`src/rtl/rca_map.vh`:
```
// Purpose: Register map and field constants of the receive channel alarm
//          and counter bank.
// Assumes: Indices are word indices; byte address is four times the index.
// Notes:   Included by the bank top and its counter leaf.
//
// Summary of operation
// - AIS-P flag bit reads 1 while its STS-1 carries AIS; two groups.
// - Each AIS flag has a reset-zero enable; only enabled flags reach summary.
// - One read-only elastic store overflow flag per STS-1, same grouping.
// - Enabled elastic store overflow flags drive summary alarm bit 2.
// - Each elastic overflow flag has a reset-zero read-write enable bit.
// - Seven-bit B1 parity error counter in bits 0 to 6, clear on read.
// - Bit 7 of the B1 counter register reports counter overflow.
// - Seven-bit in-frame to out-of-frame transition counter, clear on read.
// - Bit 7 of the frame loss counter register reports counter overflow.
// - Summary bits gated by channel enable before reaching global alarm.
`ifndef RCA_MAP_VH
`define RCA_MAP_VH

`define RCA_IDX_SUMMARY       18'h30026
`define RCA_IDX_CHAN_EN       18'h30027
`define RCA_IDX_AIS_A         18'h3002A
`define RCA_IDX_AIS_B         18'h3002B
`define RCA_IDX_AIS_EN_A      18'h3002C
`define RCA_IDX_AIS_EN_B      18'h3002D
`define RCA_IDX_ESO_A         18'h3002E
`define RCA_IDX_ESO_B         18'h3002F
`define RCA_IDX_ESO_EN_A      18'h30030
`define RCA_IDX_ESO_EN_B      18'h30031
`define RCA_IDX_B1_CNT        18'h30032
`define RCA_IDX_OOF_CNT       18'h30033
`define RCA_IDX_IRQ_STAT      18'h30100
`define RCA_IDX_IRQ_MASK      18'h30101

`define RCA_SUM_AIS_BIT       1
`define RCA_SUM_ESO_BIT       2
`define RCA_CNT_MAX           7'h7F
`define RCA_CNT_OVF_BIT       7

`define RCA_IRQ_AIS_BIT       0
`define RCA_IRQ_ESO_BIT       1
`define RCA_IRQ_B1_OVF_BIT    2
`define RCA_IRQ_OOF_OVF_BIT   3

`define RCA_RESET_BYTE        8'h00
`define RCA_RESP_OKAY         2'h0
`define RCA_RESP_SLVERR       2'h2

`endif
```
`src/rtl/rca_bank.v`:
```
// Purpose: Receive channel alarm flags, enables and clear-on-read counters
//          behind an AXI4-Lite slave.
// Assumes: Framer and pointer mover inputs run on ref_clk_i.
// Notes:   Only the low byte of each word is used; upper bits read zero.
`timescale 1ns/10ps
`default_nettype none
`include "rca_map.vh"

module rca_bank #(
  parameter ADDR_W = 20
) (
  // Clock and reset
  input  wire              ref_clk_i,
  input  wire              nrst_i,
  // AXI4-Lite write address
  input  wire [ADDR_W-1:0] s_axi_awaddr_i,
  input  wire              s_axi_awvalid_i,
  output wire              s_axi_awready_o,
  // AXI4-Lite write data
  input  wire [31:0]       s_axi_wdata_i,
  input  wire [3:0]        s_axi_wstrb_i,
  input  wire              s_axi_wvalid_i,
  output wire              s_axi_wready_o,
  // AXI4-Lite write response
  output reg  [1:0]        s_axi_bresp_o,
  output reg               s_axi_bvalid_o,
  input  wire              s_axi_bready_i,
  // AXI4-Lite read address
  input  wire [ADDR_W-1:0] s_axi_araddr_i,
  input  wire              s_axi_arvalid_i,
  output wire              s_axi_arready_o,
  // AXI4-Lite read data
  output reg  [31:0]       s_axi_rdata_o,
  output reg  [1:0]        s_axi_rresp_o,
  output reg               s_axi_rvalid_o,
  input  wire              s_axi_rready_i,
  // Receive path status, bit n is STS-1 number n+1
  input  wire [11:0]       ais_sts_i,
  input  wire [11:0]       eso_sts_i,
  input  wire              b1_err_i,
  input  wire              oof_i,
  // Alarm outputs
  output reg               global_alarm_o,
  output wire              irq_o
);

  // Register selects, one per mapped word.
  localparam SEL_NONE = 4'h0;
  localparam SEL_SUM  = 4'h1;
  localparam SEL_CEN  = 4'h2;
  localparam SEL_AISA = 4'h3;
  localparam SEL_AISB = 4'h4;
  localparam SEL_AEA  = 4'h5;
  localparam SEL_AEB  = 4'h6;
  localparam SEL_ESOA = 4'h7;
  localparam SEL_ESOB = 4'h8;
  localparam SEL_EEA  = 4'h9;
  localparam SEL_EEB  = 4'hA;
  localparam SEL_B1   = 4'hB;
  localparam SEL_OOF  = 4'hC;
  localparam SEL_IST  = 4'hD;
  localparam SEL_IMSK = 4'hE;

  // Byte address to register select; used on both read and write paths.
  function [3:0] decode;
    input [ADDR_W-1:0] addr;
    reg   [17:0]       idx;
    begin
      idx = addr[19:2];
      case (idx)
        `RCA_IDX_SUMMARY:  decode = SEL_SUM;
        `RCA_IDX_CHAN_EN:  decode = SEL_CEN;
        `RCA_IDX_AIS_A:    decode = SEL_AISA;
        `RCA_IDX_AIS_B:    decode = SEL_AISB;
        `RCA_IDX_AIS_EN_A: decode = SEL_AEA;
        `RCA_IDX_AIS_EN_B: decode = SEL_AEB;
        `RCA_IDX_ESO_A:    decode = SEL_ESOA;
        `RCA_IDX_ESO_B:    decode = SEL_ESOB;
        `RCA_IDX_ESO_EN_A: decode = SEL_EEA;
        `RCA_IDX_ESO_EN_B: decode = SEL_EEB;
        `RCA_IDX_B1_CNT:   decode = SEL_B1;
        `RCA_IDX_OOF_CNT:  decode = SEL_OOF;
        `RCA_IDX_IRQ_STAT: decode = SEL_IST;
        `RCA_IDX_IRQ_MASK: decode = SEL_IMSK;
        default:           decode = SEL_NONE;
      endcase
    end
  endfunction

  // Reorders per-STS bits into the two register groups:
  // group A holds STS 3, 6, 9, 12; group B holds 1, 4, 7, 10, 2, 5, 8, 11.
  function [11:0] sts_order;
    input [11:0] sts;
    begin
      sts_order = {sts[10], sts[7], sts[4], sts[1],
                   sts[9], sts[6], sts[3], sts[0],
                   sts[11], sts[8], sts[5], sts[2]};
    end
  endfunction

  // Flag and enable storage; flags are {group B, group A}.
  reg  [11:0] ais_flags;
  reg  [11:0] eso_flags;
  reg  [3:0]  ais_en_a;
  reg  [7:0]  ais_en_b;
  reg  [3:0]  eso_en_a;
  reg  [7:0]  eso_en_b;
  reg  [2:0]  chan_en;
  reg  [2:0]  summary;
  reg  [3:0]  irq_stat;
  reg  [3:0]  irq_mask;
  reg         oof_d;

  // Write channel holding registers.
  reg              aw_held;
  reg [ADDR_W-1:0] aw_addr;
  reg              w_held;
  reg [7:0]        w_byte;
  reg              w_lane;

  wire [3:0]  wr_sel;
  wire [3:0]  rd_sel;
  wire        wr_fire;
  wire        rd_fire;
  wire        wr_en;
  wire [7:0]  b1_value;
  wire [7:0]  oof_value;
  wire        b1_ovf_set;
  wire        oof_ovf_set;
  wire        oof_rise;
  wire [3:0]  irq_events;
  wire [11:0] ais_next;
  wire [11:0] eso_next;
  reg  [7:0]  rd_byte;

  assign s_axi_awready_o = ~aw_held & ~s_axi_bvalid_o;
  assign s_axi_wready_o  = ~w_held & ~s_axi_bvalid_o;
  assign s_axi_arready_o = ~s_axi_rvalid_o;
  assign wr_fire = aw_held & w_held & ~s_axi_bvalid_o;
  assign rd_fire = s_axi_arvalid_i & s_axi_arready_o;
  assign wr_sel  = decode(aw_addr);
  assign rd_sel  = decode(s_axi_araddr_i);
  assign wr_en   = wr_fire & w_lane;

  assign ais_next = sts_order(ais_sts_i);
  assign eso_next = sts_order(eso_sts_i);
  assign oof_rise = oof_i & ~oof_d;

  // Address and data are taken in either order and held until both exist.
  always @(posedge ref_clk_i or negedge nrst_i) begin
    if (!nrst_i) begin
      aw_held        <= 1'b0;
      aw_addr        <= {ADDR_W{1'b0}};
      w_held         <= 1'b0;
      w_byte         <= `RCA_RESET_BYTE;
      w_lane         <= 1'b0;
      s_axi_bvalid_o <= 1'b0;
      s_axi_bresp_o  <= `RCA_RESP_OKAY;
    end else begin
      if (s_axi_awvalid_i && s_axi_awready_o) begin
        aw_held <= 1'b1;
        aw_addr <= s_axi_awaddr_i;
      end
      if (s_axi_wvalid_i && s_axi_wready_o) begin
        w_held <= 1'b1;
        w_byte <= s_axi_wdata_i[7:0];
        w_lane <= s_axi_wstrb_i[0];
      end
      if (wr_fire) begin
        aw_held        <= 1'b0;
        w_held         <= 1'b0;
        s_axi_bvalid_o <= 1'b1;
        s_axi_bresp_o  <= (wr_sel == SEL_NONE) ? `RCA_RESP_SLVERR
                                               : `RCA_RESP_OKAY;
      end else if (s_axi_bvalid_o && s_axi_bready_i) begin
        s_axi_bvalid_o <= 1'b0;
      end
    end
  end

  // Writable enables; bits beyond each field are simply not stored.
  always @(posedge ref_clk_i or negedge nrst_i) begin
    if (!nrst_i) begin
      ais_en_a <= 4'h0;
      ais_en_b <= 8'h00;
      eso_en_a <= 4'h0;
      eso_en_b <= 8'h00;
      chan_en  <= 3'h0;
      irq_mask <= 4'h0;
    end else if (wr_en) begin
      case (wr_sel)
        SEL_AEA:  ais_en_a <= w_byte[3:0];
        SEL_AEB:  ais_en_b <= w_byte;
        SEL_EEA:  eso_en_a <= w_byte[3:0];
        SEL_EEB:  eso_en_b <= w_byte;
        SEL_CEN:  chan_en  <= w_byte[2:0];
        SEL_IMSK: irq_mask <= w_byte[3:0];
        default:  ais_en_a <= ais_en_a;
      endcase
    end
  end

  // Live flags, summary and gated global alarm.
  always @(posedge ref_clk_i or negedge nrst_i) begin
    if (!nrst_i) begin
      ais_flags      <= 12'h000;
      eso_flags      <= 12'h000;
      summary        <= 3'h0;
      global_alarm_o <= 1'b0;
      oof_d          <= 1'b0;
    end else begin
      ais_flags <= ais_next;
      eso_flags <= eso_next;
      oof_d     <= oof_i;
      summary[0] <= 1'b0;
      summary[`RCA_SUM_AIS_BIT] <=
        |(ais_flags & {ais_en_b, ais_en_a});
      summary[`RCA_SUM_ESO_BIT] <=
        |(eso_flags & {eso_en_b, eso_en_a});
      global_alarm_o <= |(summary & chan_en);
    end
  end

  rca_evt_cnt u_b1_cnt (
    .ref_clk_i (ref_clk_i),
    .nrst_i    (nrst_i),
    .event_i   (b1_err_i),
    .clear_i   (rd_fire && (rd_sel == SEL_B1)),
    .value_o   (b1_value),
    .ovf_set_o (b1_ovf_set)
  );

  rca_evt_cnt u_oof_cnt (
    .ref_clk_i (ref_clk_i),
    .nrst_i    (nrst_i),
    .event_i   (oof_rise),
    .clear_i   (rd_fire && (rd_sel == SEL_OOF)),
    .value_o   (oof_value),
    .ovf_set_o (oof_ovf_set)
  );

  // Interrupt events: a flag group newly raised, or a counter overflowing.
  assign irq_events[`RCA_IRQ_AIS_BIT]     = |(ais_next & ~ais_flags);
  assign irq_events[`RCA_IRQ_ESO_BIT]     = |(eso_next & ~eso_flags);
  assign irq_events[`RCA_IRQ_B1_OVF_BIT]  = b1_ovf_set;
  assign irq_events[`RCA_IRQ_OOF_OVF_BIT] = oof_ovf_set;
  assign irq_o = |(irq_stat & irq_mask);

  // Reading the status clears it, but an event in that cycle survives.
  always @(posedge ref_clk_i or negedge nrst_i) begin
    if (!nrst_i) begin
      irq_stat <= 4'h0;
    end else if (rd_fire && (rd_sel == SEL_IST)) begin
      irq_stat <= irq_events;
    end else begin
      irq_stat <= irq_stat | irq_events;
    end
  end

  always @* begin
    case (rd_sel)
      SEL_SUM:  rd_byte = {5'h00, summary};
      SEL_CEN:  rd_byte = {5'h00, chan_en};
      SEL_AISA: rd_byte = {4'h0, ais_flags[3:0]};
      SEL_AISB: rd_byte = ais_flags[11:4];
      SEL_AEA:  rd_byte = {4'h0, ais_en_a};
      SEL_AEB:  rd_byte = ais_en_b;
      SEL_ESOA: rd_byte = {4'h0, eso_flags[3:0]};
      SEL_ESOB: rd_byte = eso_flags[11:4];
      SEL_EEA:  rd_byte = {4'h0, eso_en_a};
      SEL_EEB:  rd_byte = eso_en_b;
      SEL_B1:   rd_byte = b1_value;
      SEL_OOF:  rd_byte = oof_value;
      SEL_IST:  rd_byte = {4'h0, irq_stat};
      SEL_IMSK: rd_byte = {4'h0, irq_mask};
      default:  rd_byte = `RCA_RESET_BYTE;
    endcase
  end

  // Read data is captured at the address handshake, the same edge that
  // clears a counter, so the returned count is the one that was cleared.
  always @(posedge ref_clk_i or negedge nrst_i) begin
    if (!nrst_i) begin
      s_axi_rvalid_o <= 1'b0;
      s_axi_rdata_o  <= 32'h00000000;
      s_axi_rresp_o  <= `RCA_RESP_OKAY;
    end else if (rd_fire) begin
      s_axi_rvalid_o <= 1'b1;
      s_axi_rdata_o  <= {24'h000000, rd_byte};
      s_axi_rresp_o  <= (rd_sel == SEL_NONE) ? `RCA_RESP_SLVERR
                                             : `RCA_RESP_OKAY;
    end else if (s_axi_rvalid_o && s_axi_rready_i) begin
      s_axi_rvalid_o <= 1'b0;
    end
  end

endmodule
`default_nettype wire

```
`src/rtl/rca_evt_cnt.v`:
```
// Purpose: Seven-bit clear-on-read event counter with sticky overflow.
// Assumes: Event and clear are single-cycle pulses on the bank clock.
// Notes:   The count saturates at its maximum once it overflows.
`timescale 1ns/10ps
`default_nettype none
`include "rca_map.vh"

module rca_evt_cnt (
  // Clock and reset
  input  wire       ref_clk_i,
  input  wire       nrst_i,
  // Event and read clear
  input  wire       event_i,
  input  wire       clear_i,
  // Register image
  output reg  [7:0] value_o,
  output wire       ovf_set_o
);

  wire at_max;

  assign at_max    = (value_o[6:0] == `RCA_CNT_MAX);
  assign ovf_set_o = event_i & at_max & ~value_o[`RCA_CNT_OVF_BIT];

  // An event in the clearing cycle is kept, so it starts the new count.
  always @(posedge ref_clk_i or negedge nrst_i) begin
    if (!nrst_i) begin
      value_o <= `RCA_RESET_BYTE;
    end else if (clear_i) begin
      value_o <= {1'b0, 6'h00, event_i};
    end else if (event_i) begin
      if (at_max) begin
        value_o[`RCA_CNT_OVF_BIT] <= 1'b1;
      end else begin
        value_o[6:0] <= value_o[6:0] + 7'h01;
      end
    end
  end

endmodule
`default_nettype wire

```
`config.mk`:
```
export PLATFORM = sky130hd
export DESIGN_NAME = rca_bank
export DESIGN_NICKNAME = d
export VERILOG_FILES = /design/src/rtl/rca_bank.v /design/src/rtl/rca_evt_cnt.v
export VERILOG_INCLUDE_DIRS = /design/src /design/src/rtl
export SDC_FILE = /design/constraint.sdc
export NUM_CORES = 1
export LEC_CHECK = 0
export BUFFER_PORTS_ARGS = -buffer_cell sky130_fd_sc_hd__buf_2
export CORE_MARGIN = 1.5
export CORE_UTILIZATION = 35
export CTS_CLUSTER_DIAMETER = 150
export DETAILED_ROUTE_END_ITERATION = 6
export PLACE_DENSITY = 0.6
export REMOVE_ABC_BUFFERS = 1
export SLEW_MARGIN = 25
export SYNTH_ARGS = -nofsm -noshare
export SYNTH_HDL_FRONTEND = slang
export SYNTH_SLANG_ARGS = --single-unit
```
`constraint.sdc`:
```
create_clock -name ref_clk_i -period 3.62 [get_ports ref_clk_i]
set_clock_uncertainty 0.1 [all_clocks]
set_input_delay 0.724 -clock ref_clk_i [delete_from_list [all_inputs] [get_ports ref_clk_i]]
set_output_delay 0.724 -clock ref_clk_i [all_outputs]
set_load 0.05 [all_outputs]
```
==> results.json <==
{
  "path_max_fanout": 7,
  "final_util_pct": 42.56,
  "max-slew-margin-rel_pct": 48.29,
  "crit_type": "input pin to flop",
  "route.antenna.remaining_nets": 0,
  "cts_root_buf": "clkbuf_16",
  "synthTopCellsByCount": "120 x dfrtp_1, 62 x mux2_2, 34 x nor2_1",
  "grt_max_degree": 67,
  "tightest_slew_ps": 773.8,
  "hold_viol_final": 0,
  "cts_buffers": 17,
  "drc": 0,
  "rows": 49,
  "synthArstFlopShare_pct": 100.0,
  "clk_pin_slew_ps": 60,
  "synthDistinctLibCells": 79,
  "clk_latency_ps": 410,
  "ios": 152,
  "synth_edf_count": 0,
  "r2r_end": "chan_en[0]",
  "crit_required_ps": 3780,
  "synthMostInstantiatedCell": "dfrtp_1",
  "first_iter_violations": 347,
  "overflow": 0,
  "dpl.hpwl_um": 12870,
  "fin_area_sq_mm": 0.007619,
  "cts_hold_buffers": 0,
  "maxSlewViolCount": 0,
  "rsz0062_at_grt": "false",
  "htree_levels": 4,
  "start_util_pct": 35.48,
  "outcome": "completed",
  "regToRegStartpoint": "aw_addr[9]",
  "synth_top_area_cell": "dfrtp_1",
  "grt_pass1_wl_um": 26360,
  "timing.fmax_mhz": 372.0,
  "grt_pass1_vias": 4950,
  "setup_viol": 0,
  "synthCells": 577,
  "yosys_register_bits": 120,
  "start_kind": "input pin",
  "syn_avg_cell_area_sq_um": 11.01,
  "port_buffers": 94,
  "track_usage_pct": 18.44,
  "pre_cts_ws_ps": 572.3,
  "reg2reg_slack_ps": 1140,
  "finalCritPeriodShare_pct": 74.25,
  "synth_flop_cell": "dfrtp_1",
  "peakVddDrop_mv": 0.4108,
  "ys_warn_count": 0,
  "p_per_area_mw_per_mm2": 611.2,
  "coreArea_sq_mm": 0.01790,
  "routed_wl_um": 16580,
  "arrival_ps": 2850,
  "drive_gt1_share_pct": 32.90,
  "maxCapViolCount": 0,
  "synth-seq-area-share_pct": 47.27,
  "synth_area_sq_mm": 0.006352,
  "nets": 788,
  "drtPass1Iterations": 5,
  "clk_path_buf_depth": 2,
  "tritoncts": "done",
  "dieArea_sq_mm": 0.01897,
  "viasPerCell": 5.470,
  "clock-sinks": 120,
  "fin_ws_ps": 932.0,
  "final_cells": 919,
  "area_growth_pct": 19.93,
  "hold_class": "input pin to async pin",
  "place.gp.congestion": 0.8576,
  "antenna_found_initial": 0,
  "dieWidth_um": 137.7,
  "n_fill_cell": 1726,
  "leakage_nw": 3.529,
  "r2r_cells": 6,
  "post_cts_resize_count": 0,
  "post_cts_buffers": 0,
  "antenna-diode-count": 0,
  "dp.cells": 887,
  "wl_per_cell_um": 18.04,
  "finalSetupTns_ps": 0,
  "dr_total_vias": 5027,
  "end_kind": "flop",
  "synth_top_area_share_pct": 47.27,
  "synth_area_leaders": "dfrtp_1 47%, mux2_2 11%, buf_4 3.2%",
  "fp.dieH_um": 137.7,
  "period_minus_slack_ps": 2688,
  "placed_area_sq_mm": 0.006974
}
metrics by stage:
step           hold slack (ps)  power (mW)
2_1_floorplan            328.4       2.513
3_3_place_gp             344.0       2.810
3_5_place_dp             358.4       2.856
4_1_cts                  288.5       4.701
5_1_grt                  315.2       4.908
6_report                 261.8       4.656
where the power goes:
part           leakage, nW  switching (mW)  total [mW]  internal [mW]
logic                 1.71           0.519       0.922          0.403
registers             1.51           0.314        1.90           1.59
clock network        0.310           0.591        1.83           1.24
total                 3.53            1.42        4.66           3.23
worst max-delay path, stage by stage:
cell and delay [ps]:
buf_2 140, or4b_1 650, a21oi_2 250, o21ai_0 120, o31ai_1 110, a2111oi_2 140, a222oi_1 590, a21oi_1 130
flip-flops by register name (all words and copies together), names as in the netlist, 2 cells and up:
name               cells
ais_en_b               8
chan_en                3
ais_en_a               4
u_b1_cnt.value_o       8
aw_addr               18
eso_en_a               4
summary                2
w_byte                 8
u_oof_cnt.value_o      8
s_axi_rdata_o          8
ais_flags             12
eso_en_b               8
irq_mask               4
irq_stat               4
eso_flags             12
cells in the final DEF, fill, tap and decap left out, drive strengths merged, types with 7 or more instances in the layout:
| master | count |
|---|---|
| mux2i | 8 |
| clkbuf | 20 |
| a22o | 14 |
| nor2 | 37 |
| nor2b | 9 |
| nor4 | 10 |
| and3 | 8 |
| nand3 | 14 |
| buf | 99 |
| nand2 | 32 |
| xor2 | 8 |
| conb | 26 |
| o22ai | 12 |
| o21ai | 17 |
| a221oi | 8 |
| a21oi | 36 |
| dfrtp | 120 |
| inv | 31 |
| a22oi | 7 |
| nor3 | 10 |
| nand4 | 12 |
| mux2 | 63 |
metal layers:
metal,share of wire (%),vias up,track usage [%]
met5,0,-,0
met4,2.8,0,8.044
met3,7.2,36,4.157
met2,48,226,30.14
met1,42,2478,23.39
li1,-,2287,-
worst max-delay path by stage:
stage | from | end
6_report | s_axi_araddr_i[7] | s_axi_rdata_o[6]
5_1_grt | s_axi_araddr_i[7] | s_axi_rdata_o[4]
4_1_cts | s_axi_araddr_i[7] | s_axi_rdata_o[6]
3_5_place_dp | s_axi_araddr_i[7] | s_axi_rdata_o[6]
3_3_place_gp | s_axi_araddr_i[6] | s_axi_rdata_o[6]
2_1_floorplan | s_axi_rvalid_o | u_oof_cnt.value_o[0]
final cells by class:
class | instances | area (sq um) | share of cell area [%]
multi-input combinational | 409 | 3049 | 40.02
inverter | 30 | 112.6 | 1.478
clock buffer | 20 | 446.7 | 5.863
clock inverter | 12 | 197.7 | 2.595
sequential | 120 | 3003 | 39.42
timing repair buffer | 99 | 523.0 | 6.865
tap | 229 | 286.5 | 3.761
kinds of logic (layout without fill, tap and decap cells):
kind of cell    after synthesis  count (layout)  share of synthesized area, %
simple gates                171             171                         16.84
compound gates              126             126                         14.48
flops                       120             120                         47.27
mux                          73              73                         13.20
buf+inv                      73             161                         6.204
xor+xnor                      9               9                         1.241
fa+ha+maj                     4               4                        0.7090
other cells                   1              26                       0.05903
Power figures use the tool's default switching activity.
